===== config.mk =====
export PLATFORM = sky130hd
export DESIGN_NAME = sccfg_top
export DESIGN_NICKNAME = d
export VERILOG_FILES = /design/src/hdl/sccfg_top.v /design/src/hdl/sccfg_wreg.v /design/src/hdl/sccfg_strap.v
export VERILOG_INCLUDE_DIRS = /design/src /design/src/hdl
export SDC_FILE = /design/constraint.sdc
export NUM_CORES = 1
export LEC_CHECK = 0
export BUFFER_PORTS_ARGS = -buffer_cell sky130_fd_sc_hd__buf_4
export CORE_UTILIZATION = 51
export DETAILED_ROUTE_END_ITERATION = 8
export PLACE_DENSITY = 0.74
export SYNTH_ARGS = -nofsm -noshare
export SYNTH_HDL_FRONTEND = slang
export SYNTH_SLANG_ARGS = --single-unit

===== constraint.sdc =====
create_clock -name clk_i -period 2 [get_ports clk_i]
set_input_delay 0.2 -clock clk_i [delete_from_list [all_inputs] [get_ports clk_i]]
set_output_delay 0.2 -clock clk_i [all_outputs]
set_load 0.05 [all_outputs]

===== src/hdl/sccfg_regs.vh =====
// Register offsets, field positions, reset values and identity codes for sccfg
`ifndef SCCFG_REGS_VH
`define SCCFG_REGS_VH
`define SCCFG_ADDR_W 16
`define SCCFG_OFS_COMMIT 16'h0005
`define SCCFG_OFS_SCRATCH_LO 16'h0006
`define SCCFG_OFS_SCRATCH_HI 16'h0007
`define SCCFG_OFS_REVISION 16'h000A
`define SCCFG_OFS_FAMILY_LO 16'h000C
`define SCCFG_OFS_FAMILY_HI 16'h000D
`define SCCFG_OFS_FBDIV 16'h0100
`define SCCFG_OFS_INCFG 16'h0101
`define SCCFG_OFS_NOMP0 16'h0103
`define SCCFG_OFS_NOMP1 16'h0104
`define SCCFG_OFS_NOMP2 16'h0105
`define SCCFG_OFS_STAB0 16'h0106
`define SCCFG_OFS_STAB1 16'h0107
`define SCCFG_OFS_STAB2 16'h0108
`define SCCFG_BIT_COMMIT 0
`define SCCFG_BIT_ORIGIN 4
`define SCCFG_BIT_XTAL 3
`define SCCFG_BIT_PDIV_HI 2
`define SCCFG_BIT_PDIV_LO 1
`define SCCFG_BIT_DOUBLER 0
`define SCCFG_BIT_STAB_RESTART 4
`define SCCFG_RST_SCRATCH 8'h00
`define SCCFG_RST_FBDIV 8'h08
`define SCCFG_FBDIV_MIN 8'h04
`define SCCFG_RST_XTAL 1'b1
`define SCCFG_RST_PDIV 2'h0
`define SCCFG_RST_DOUBLER 1'b1
`define SCCFG_RST_NOMP0 8'h0E
`define SCCFG_RST_NOMP1 8'h67
`define SCCFG_RST_NOMP2 5'h13
`define SCCFG_RST_STAB0 8'h32
`define SCCFG_RST_STAB1 8'h00
`define SCCFG_RST_STAB2 4'h0
// Arbitrary neutral identity values
`define SCCFG_REVISION_CODE 8'h5A
`define SCCFG_FAMILY_CODE 16'hA5_C3
`endif


===== src/hdl/sccfg_top.v =====
// System clock configuration and identification register block
`timescale 1ns/1ps
`include "sccfg_regs.vh"
module sccfg_top (
  input wire clk_i,
  input wire nrst_i,
  input wire reg_wr_i,
  input wire reg_rd_i,
  input wire [`SCCFG_ADDR_W-1:0] reg_addr_i,
  input wire [7:0] reg_wdata_i,
  input wire pin_program_select_pin_i,
  output reg [7:0] reg_rdata_o,
  output reg reg_rvalid_o,
  output reg [7:0] syspll_feedback_divider_o,
  output reg crystal_amp_enable_o,
  output reg [1:0] input_predivider_o,
  output reg [3:0] predivide_ratio_o,
  output reg input_doubler_enable_o,
  output reg [20:0] nominal_period_fs_o,
  output reg [19:0] stability_period_ms_o,
  output reg stability_timer_restart_o,
  output reg [15:0] user_scratch_o,
  output reg pin_origin_o
);
  // Register write strobes
  wire wr_commit = reg_wr_i && (reg_addr_i == `SCCFG_OFS_COMMIT);
  wire wr_sc_lo = reg_wr_i && (reg_addr_i == `SCCFG_OFS_SCRATCH_LO);
  wire wr_sc_hi = reg_wr_i && (reg_addr_i == `SCCFG_OFS_SCRATCH_HI);
  wire wr_fbdiv = reg_wr_i && (reg_addr_i == `SCCFG_OFS_FBDIV);
  wire wr_incfg = reg_wr_i && (reg_addr_i == `SCCFG_OFS_INCFG);
  wire wr_nomp0 = reg_wr_i && (reg_addr_i == `SCCFG_OFS_NOMP0);
  wire wr_nomp1 = reg_wr_i && (reg_addr_i == `SCCFG_OFS_NOMP1);
  wire wr_nomp2 = reg_wr_i && (reg_addr_i == `SCCFG_OFS_NOMP2);
  wire wr_stab0 = reg_wr_i && (reg_addr_i == `SCCFG_OFS_STAB0);
  wire wr_stab1 = reg_wr_i && (reg_addr_i == `SCCFG_OFS_STAB1);
  wire wr_stab2 = reg_wr_i && (reg_addr_i == `SCCFG_OFS_STAB2);
  wire commit = wr_commit && reg_wdata_i[`SCCFG_BIT_COMMIT];

  // Scratch code is live: no commit needed, drives user_scratch_o and the readback mux
  reg [7:0] scratch_lo_r;
  reg [7:0] scratch_hi_r;
  always @(posedge clk_i) begin
    if (!nrst_i) begin
      scratch_lo_r <= `SCCFG_RST_SCRATCH;
      scratch_hi_r <= `SCCFG_RST_SCRATCH;
    end else begin
      if (wr_sc_lo) begin
        scratch_lo_r <= reg_wdata_i;
      end
      if (wr_sc_hi) begin
        scratch_hi_r <= reg_wdata_i;
      end
    end
  end

  // Feedback divider; out-of-range host writes are clamped to minimum
  wire [7:0] fbdiv_buf;
  wire [7:0] fbdiv_act;
  wire [7:0] fbdiv_wdata = (reg_wdata_i < `SCCFG_FBDIV_MIN) ?
    `SCCFG_FBDIV_MIN : reg_wdata_i;
  sccfg_wreg #(.W(8), .RST(`SCCFG_RST_FBDIV)) u_fbdiv (
    .clk_i(clk_i),
    .nrst_i(nrst_i),
    .wr_i(wr_fbdiv),
    .wdata_i(fbdiv_wdata),
    .commit_i(commit),
    .buf_o(fbdiv_buf),
    .act_o(fbdiv_act)
  );

  // Input configuration: xtal, predivider, doubler in bits 3..0
  wire [3:0] incfg_buf;
  wire [3:0] incfg_act;
  sccfg_wreg #(.W(4), .RST({`SCCFG_RST_XTAL, `SCCFG_RST_PDIV,
    `SCCFG_RST_DOUBLER})) u_incfg (
    .clk_i(clk_i),
    .nrst_i(nrst_i),
    .wr_i(wr_incfg),
    .wdata_i(reg_wdata_i[3:0]),
    .commit_i(commit),
    .buf_o(incfg_buf),
    .act_o(incfg_act)
  );

  // Nominal period, 21 bits in femtoseconds
  wire [20:0] nomp_buf;
  wire [20:0] nomp_act;
  sccfg_wreg #(.W(8), .RST(`SCCFG_RST_NOMP0)) u_nomp0 (
    .clk_i(clk_i),
    .nrst_i(nrst_i),
    .wr_i(wr_nomp0),
    .wdata_i(reg_wdata_i),
    .commit_i(commit),
    .buf_o(nomp_buf[7:0]),
    .act_o(nomp_act[7:0])
  );
  sccfg_wreg #(.W(8), .RST(`SCCFG_RST_NOMP1)) u_nomp1 (
    .clk_i(clk_i),
    .nrst_i(nrst_i),
    .wr_i(wr_nomp1),
    .wdata_i(reg_wdata_i),
    .commit_i(commit),
    .buf_o(nomp_buf[15:8]),
    .act_o(nomp_act[15:8])
  );
  sccfg_wreg #(.W(5), .RST(`SCCFG_RST_NOMP2)) u_nomp2 (
    .clk_i(clk_i),
    .nrst_i(nrst_i),
    .wr_i(wr_nomp2),
    .wdata_i(reg_wdata_i[4:0]),
    .commit_i(commit),
    .buf_o(nomp_buf[20:16]),
    .act_o(nomp_act[20:16])
  );

  // Stability period, 20 bits in milliseconds
  wire [19:0] stab_buf;
  wire [19:0] stab_act;
  sccfg_wreg #(.W(8), .RST(`SCCFG_RST_STAB0)) u_stab0 (
    .clk_i(clk_i),
    .nrst_i(nrst_i),
    .wr_i(wr_stab0),
    .wdata_i(reg_wdata_i),
    .commit_i(commit),
    .buf_o(stab_buf[7:0]),
    .act_o(stab_act[7:0])
  );
  sccfg_wreg #(.W(8), .RST(`SCCFG_RST_STAB1)) u_stab1 (
    .clk_i(clk_i),
    .nrst_i(nrst_i),
    .wr_i(wr_stab1),
    .wdata_i(reg_wdata_i),
    .commit_i(commit),
    .buf_o(stab_buf[15:8]),
    .act_o(stab_act[15:8])
  );
  sccfg_wreg #(.W(4), .RST(`SCCFG_RST_STAB2)) u_stab2 (
    .clk_i(clk_i),
    .nrst_i(nrst_i),
    .wr_i(wr_stab2),
    .wdata_i(reg_wdata_i[3:0]),
    .commit_i(commit),
    .buf_o(stab_buf[19:16]),
    .act_o(stab_act[19:16])
  );

  // Restart request is held until commit, then pulses and clears itself
  reg restart_pend_r;
  always @(posedge clk_i) begin
    if (!nrst_i) begin
      restart_pend_r <= 1'b0;
    end else if (wr_stab2 && reg_wdata_i[`SCCFG_BIT_STAB_RESTART]) begin
      restart_pend_r <= 1'b1;
    end else if (commit) begin
      restart_pend_r <= 1'b0;
    end
  end

  // Strap origin flag
  wire origin;
  sccfg_strap u_strap (
    .clk_i(clk_i),
    .nrst_i(nrst_i),
    .pin_i(pin_program_select_pin_i),
    .flag_o(origin)
  );

  // Identity word split into bytes by part-select, never by truncation
  wire [15:0] family_code = `SCCFG_FAMILY_CODE;

  // Readback mux; reserved bits and unmapped addresses read zero
  reg [7:0] rdata;
  always @* begin
    rdata = 8'h00;
    case (reg_addr_i)
      `SCCFG_OFS_SCRATCH_LO: rdata = scratch_lo_r;
      `SCCFG_OFS_SCRATCH_HI: rdata = scratch_hi_r;
      `SCCFG_OFS_REVISION: rdata = `SCCFG_REVISION_CODE;
      `SCCFG_OFS_FAMILY_LO: rdata = family_code[7:0];
      `SCCFG_OFS_FAMILY_HI: rdata = family_code[15:8];
      `SCCFG_OFS_FBDIV: rdata = fbdiv_buf;
      `SCCFG_OFS_INCFG: rdata = {3'b000, origin, incfg_buf};
      `SCCFG_OFS_NOMP0: rdata = nomp_buf[7:0];
      `SCCFG_OFS_NOMP1: rdata = nomp_buf[15:8];
      `SCCFG_OFS_NOMP2: rdata = {3'b000, nomp_buf[20:16]};
      `SCCFG_OFS_STAB0: rdata = stab_buf[7:0];
      `SCCFG_OFS_STAB1: rdata = stab_buf[15:8];
      `SCCFG_OFS_STAB2: rdata = {3'b000, 1'b0, stab_buf[19:16]};
      default: rdata = 8'h00;
    endcase
  end

  // Predivider code to ratio, one-hot 1/2/4/8
  reg [3:0] ratio;
  always @* begin
    case (incfg_act[`SCCFG_BIT_PDIV_HI:`SCCFG_BIT_PDIV_LO])
      2'b00: ratio = 4'h1;
      2'b01: ratio = 4'h2;
      2'b10: ratio = 4'h4;
      default: ratio = 4'h8;
    endcase
  end

  // Registered outputs
  always @(posedge clk_i) begin
    if (!nrst_i) begin
      reg_rdata_o <= 8'h00;
      reg_rvalid_o <= 1'b0;
      syspll_feedback_divider_o <= `SCCFG_RST_FBDIV;
      crystal_amp_enable_o <= `SCCFG_RST_XTAL;
      input_predivider_o <= `SCCFG_RST_PDIV;
      predivide_ratio_o <= 4'h1;
      input_doubler_enable_o <= `SCCFG_RST_DOUBLER;
      nominal_period_fs_o <= {`SCCFG_RST_NOMP2, `SCCFG_RST_NOMP1,
        `SCCFG_RST_NOMP0};
      stability_period_ms_o <= {`SCCFG_RST_STAB2, `SCCFG_RST_STAB1,
        `SCCFG_RST_STAB0};
      stability_timer_restart_o <= 1'b0;
      user_scratch_o <= 16'h0000;
      pin_origin_o <= 1'b0;
    end else begin
      reg_rdata_o <= reg_rd_i ? rdata : reg_rdata_o;
      reg_rvalid_o <= reg_rd_i;
      syspll_feedback_divider_o <= fbdiv_act;
      crystal_amp_enable_o <= incfg_act[`SCCFG_BIT_XTAL];
      input_predivider_o <= incfg_act[`SCCFG_BIT_PDIV_HI:`SCCFG_BIT_PDIV_LO];
      predivide_ratio_o <= ratio;
      input_doubler_enable_o <= incfg_act[`SCCFG_BIT_DOUBLER];
      nominal_period_fs_o <= nomp_act;
      stability_period_ms_o <= stab_act;
      stability_timer_restart_o <= restart_pend_r && commit;
      user_scratch_o <= {scratch_hi_r, scratch_lo_r};
      pin_origin_o <= origin;
    end
  end
endmodule // sccfg_top


===== src/hdl/sccfg_wreg.v =====
// Buffered register field of W bits with reset value and commit copy
`timescale 1ns/1ps
module sccfg_wreg #(
  parameter W = 8,
  parameter [W-1:0] RST = {W{1'b0}}
) (
  input wire clk_i,
  input wire nrst_i,
  input wire wr_i,
  input wire [W-1:0] wdata_i,
  input wire commit_i,
  output reg [W-1:0] buf_o,
  output reg [W-1:0] act_o
);
  // Buffer takes host data, active copy only moves on commit
  always @(posedge clk_i) begin
    if (!nrst_i) begin
      buf_o <= RST;
      act_o <= RST;
    end else begin
      if (wr_i) begin
        buf_o <= wdata_i;
      end
      if (commit_i) begin
        act_o <= buf_o;
      end
    end
  end
endmodule // sccfg_wreg


===== src/hdl/sccfg_strap.v =====
// Capture of the pin-program select level after reset release
`timescale 1ns/1ps
module sccfg_strap (
  input wire clk_i,
  input wire nrst_i,
  input wire pin_i,
  output reg flag_o
);
  reg armed_r;
  // Sample on first clock after release; reset only loads constants
  always @(posedge clk_i) begin
    if (!nrst_i) begin
      armed_r <= 1'b1;
      flag_o <= 1'b0;
    end else if (armed_r) begin
      armed_r <= 1'b0;
      flag_o <= pin_i;
    end
  end
endmodule // sccfg_strap


# --- Word level (Yosys, flattened, before mapping) ---
# Cells that the tools add are included.
word_totals:
  regBits: 209
  in_bits: 29
  elab_cells: 72
op_classes:
  order_cmp: 1
  n_eq_ne: 16
  mux: 6
  reduce_logical: 16
op_table:
  columns: ["cell", "count"]
  rows:
  - ["16-bit by 9-bit equality test with 1-bit output (second input constant)", 8]
  - ["8-bit one-hot mux with 13 select lines", 1]
  - ["16-bit by 3-bit equality test with 1-bit output (second input constant)", 3]
  - ["16-bit by 4-bit equality test with 1-bit output (second input constant)", 3]
  - ["1-bit logical AND", 14]
  - ["4-bit one-hot mux with 3 select lines", 1]
  - ["8-bit by 3-bit < comparator with 1-bit output (second input constant)", 1]
  - ["8-bit 2-to-1 mux", 1]
  - ["1-bit 2-to-1 mux", 3]
  - ["2-bit by 1-bit equality test with 1-bit output (second input constant)", 1]
  - ["2-bit equality test (second input constant)", 1]
  - ["2-bit zero test", 1]
  - ["2-bit nonzero test", 1]

# --- Longest topological paths before layout ---
logic_depth:
  ltp_word: 5
  depth_mapped: 8

# --- Cells and area by module ---
# From an unflattened synthesis, not the netlist that was laid out.
hier_totals:
  cells_unflattened: 765
  area_unflattened_um2: 8090.3
by_module_without_submodules:
  columns: ["module", "instances", "cells_each", "area_per_inst_um2", "seq_area_each_um2"]
  rows:
  - ["sccfg_top", 1, 420, 4056.4, 2021.9]
  - ["sccfg_wreg (u_nomp0 ...)", 2, 51, 595.6, 320.3]
  - ["sccfg_wreg (u_stab1)", 1, 51, 608.1, 320.3]
  - ["sccfg_wreg (u_fbdiv)", 1, 51, 603.1, 320.3]
  - ["sccfg_wreg (u_nomp1)", 1, 51, 583.1, 320.3]
  - ["sccfg_wreg (u_nomp2)", 1, 33, 375.4, 200.2]
  - ["sccfg_wreg (u_stab2)", 1, 26, 312.8, 160.2]
  - ["sccfg_wreg (u_incfg)", 1, 26, 302.8, 160.2]
  - ["sccfg_strap", 1, 5, 57.6, 40.0]

# --- Least setup slack after synthesis ---
# OpenSTA, ideal clock, no wires.
synth_timing:
  kind: "in2reg"
  from: "input reg_addr_i[5]"
  to: "register u_stab1.buf_o[0]"
  setup_ns: 0.128
  t_arrival_ns: 1.842
  required_ns: 1.872
  path_slack_ns: 0.031
  stages: 6
  path_buffers: 2
  cell_sequence: "or4_4 > buf_6 > buf_6 > nor4_4 > mux2i_1 > nor2_1"
synth_via:
  elab_chain_cells: 2
synth_rtl:
  columns: ["item", "line_no", "source"]
  rows:
  - ["start: declaration", "sccfg_top.v:9", "input wire [`SCCFG_ADDR_W-1:0] reg_addr_i,"]
  - ["16-bit by 9-bit equality test with 1-bit output", null, null]
  - ["1-bit logical AND", "sccfg_top.v:35", "wire wr_stab1 = reg_wr_i && (reg_addr_i == `SCCFG_OFS_STAB1);"]
  - ["end signal: assignment", "sccfg_wreg.v:22", "buf_o <= wdata_i;"]
  - ["end: declaration", "sccfg_wreg.v:12", "output reg [W-1:0] buf_o,"]
# No other way between the ends.
# A chain may end at the register's enable or synchronous reset.

# --- Worst setup path after layout ---
layout_timing:
  from: "input reg_addr_i[13]"
  to: "register reg_rdata_o[1]"
layout_via:
  elab_chain_cells: 2
  word_cells_on_any_way: 14
layout_rtl:
  columns: ["item", "line_no", "source"]
  rows:
  - ["16-bit by 9-bit equality test with 1-bit output (tied with other cells)", "sccfg_top.v:175", "case (reg_addr_i)"]
  - ["8-bit one-hot mux with 13 select lines (*)", "sccfg_top.v:175", null]
  - ["end signal: assignment", "sccfg_top.v:222", "reg_rdata_o <= reg_rd_i ? rdata : reg_rdata_o;"]
  - ["end: declaration", "sccfg_top.v:12", "output reg [7:0] reg_rdata_o,"]
# Mark *: on every way between the ends. The rest lies on a longest branch, timed or not.

==> impl_metrics.toml <==
[synthesis]
postSynthCellCount = 885
async_flop_share_pct = 0
synth_area_per_cell_um2 = 8.894
synth_edf_count = 0
ys.warnings.count = 0
synth.area.top_cells = "dfxtp_1, nand2_1, a21oi_1"
syn_area_um2 = 7871
ys_seq_area_share_pct = 53.16
ys_ff_latch = 209
yosys.area.top_type = "dfxtp_1"
yosysTopAreaCellShare_pct = 53.16
syn-num-nets = 914
ys_top_cells_by_count = "dfxtp_1, nand2_1, a21oi_1, and2_1, nand3_1"
synth.most_common_cell = "dfxtp_1"
synthDistinctLibCells = 57
synth-main-ff-cell = "dfxtp_1"

[floorplan]
die_h_um = 126.2
rows = 45
start_util_pct = 51.97
die_x_um = 126.2
pin_count = 113
core_um2 = 15150
fp.dieArea_um2 = 15940

[place]
placed_area_um2 = 9281
dp_hpwl_um = 15920
place_congestion = 0.9295
placed_cells = 1192
port_buffers = 112

[critical_path]
crit_buf_inv = 4
slowest_delay_ns = 0.51
critical_path_class = "in -> reg"
critical_path.top_delay_family = "simple AND/OR/NAND/NOR gates"
startpoint_type = "input port"
worstPathMaxFanout = 8
reg2reg_slack_ns = 0.51
crit_chain = "buf_4 > or4_1 > buf_4 > buf_4 > nor4_1 > buf_4 > a222oi_1 > a311oi_1"
crit_top_cell = "buf_4"
endpoint_kind = "register"
slowest_stage = "or4_1"
worst-endpoint-arrival_ns = 2.06
cp.required_ns = 2.39

[cts]
cts.path.max_buffers = 3
cts_tree = "done"
cts_made_buffers = 21
clock_sinks = 209
clk_latency_ns = 0.50
post_cts_buffers = 0
cts-root-buf = "clkbuf_16"
clk_pin_slew_ns = 0.07
postCtsHoldBufs = 1
cts_resized = 0
ctsHtreeMaxLevel = 1

[detailed_routing]
ant_nets = 0
firstDrtPassIters = 5
via_per_inst = 5.524
drc = 0
drt-wirelength-per-cell_um = 18.35
vias = 6783
routed_wl_um = 22540
drt_iter0_drc = 593

[power]
p_leak_nw = 4.120
power_density_nw_per_um2 = 871.9
power.total_mw = 8.755
peakVddDrop_v = 0.0005852

[sta]
worst_slew_pin_slew_ns = 0.5774
finalHoldViolCount = 0
slew_headroom_pct = 61.42
fin_crit_sh_pct = 83.48
setup_viol = 0
layout_min_cycle_time_ns = 1.670
fin_skew_ns = 0.007729
rsz0062_at_grt = "false"
max_freq_ghz = 0.5989
drv_slew = 0

[grt]
grt_pass1_vias = 6336
grt_use_total_pct = 28.81
grt_pass1_wl_um = 35320
grt_max_degree = 108
antenna_found_initial = 0
grt_overflow = 0

[finish]
final_cell_count_no_fill = 1228
stdcell_area_um2 = 10040
drive_above_1_share_pct = 22.79
fin_nets = 1057
syn2layout_area_growth_pct = 27.56
diodes = 0

[run_status]
status = "complete, no violations"

[hold_path]
hold_path.class = "in -> reg"

[run]
drv_cap = 0
==> logic make-up after synthesis <==
kind of cell,Yosys count,share of synthesized area (%)
buffers and inverters,74,4.022
AOI/OAI and AO/OA,124,9.935
xor gates and xnor gates,1,0.1113
muxes,31,3.990
DFF,209,53.16
and+or+nand+nor,446,28.79
==> where the power goes <==
group	total, mW	switching, mW	internal [mW]
registers	4.17	0.00262	4.17
logic	0.372	0.249	0.124
clock network	4.21	1.56	2.65
==> routing by layer <==
layer  GRT usage, %  share of wire, %
met5              0                 0
met4          13.18               4.4
met3          4.970               7.8
met2          44.46                44
met1          39.48                44
==> registers in the layout, summed over array words and instances (netlist names), 5 cells and up <==
register / count
scratch_lo_r: 8
u_nomp0.buf_o: 8
u_nomp0.act_o: 8
u_nomp1.act_o: 8
nominal_period_fs_o: 21
u_stab1.buf_o: 8
u_stab1.act_o: 8
u_fbdiv.buf_o: 8
reg_rdata_o: 8
u_nomp2.buf_o: 5
u_stab0.buf_o: 8
user_scratch_o: 16
syspll_feedback_divider_o: 8
u_nomp2.act_o: 5
scratch_hi_r: 8
u_nomp1.buf_o: 8
u_fbdiv.act_o: 8
stability_period_ms_o: 20
u_stab0.act_o: 8
==> final timing paths <==
path                            cells past startpoint                          start                                 to
worst max-delay path                                8                 reg_addr_i[13]        reg_rdata_o[1]$_SDFFE_PN0P_
worst min register to register                      1  u_nomp0.act_o[3]$_SDFFE_PN1P_  nominal_period_fs_o[3]$_SDFF_PN1_
worst max register to register                      5  u_stab0.buf_o[2]$_SDFFE_PN0P_        reg_rdata_o[2]$_SDFFE_PN0P_
worst min-delay path                                3                 reg_wdata_i[7]       scratch_hi_r[7]$_SDFFE_PN0P_
==> area by class of cell <==
cell class / instances / area, um^2
flip-flops and latches: 209 / 4184
multi-input cells: 602 / 3379
repair buffers: 183 / 1451
clock inverters: 6 / 133.9
fillers: 1254 / 5105
clock buffers: 29 / 615.6
inverters: 11 / 41.29
well taps: 188 / 235.2
==> stage by stage <==
| step | setup WS [ns] | TNS, ns | hold WS [ns] | util, % |
|---|---|---|---|---|
| 2_1_floorplan | 0.03087 | 0 | 0.3472 | - |
| 3_3_place_gp | -0.1225 | -5.989 | 0.4196 | 61.28 |
| 3_5_place_dp | -0.1349 | -7.720 | 0.4254 | 61.28 |
| 4_1_cts | 0.3594 | 0 | 0.03012 | 66.29 |
| 5_1_grt | 0.2232 | 0 | 0.04091 | 66.29 |
| 6_report | 0.3304 | 0 | 0.04708 | 66.29 |
==> tightest hold or removal path, delay by kind of cell <==
kind	cells	cell delay, ns
buf+inv	1	0.17
compound gates	1	0.06
simple gates	1	0.07
==> layout by cell type (no fill, tap or decap), drive strengths merged, types with 4 or more instances in the layout <==
master    n
nor2     39
nand3    54
a22o      7
nand2b   20
clkbuf   29
and2     54
inv      12
a221oi    4
nor4     24
bufinv    4
a311oi    5
nor3      8
mux2i    28
a32oi     4
dfxtp   209
nand2   202
and3     11
buf     182
nand4     4
a21oi    76
a22oi     5
nor2b     9
o211ai    5
or4       5
(Power assumes the default switching activity.)
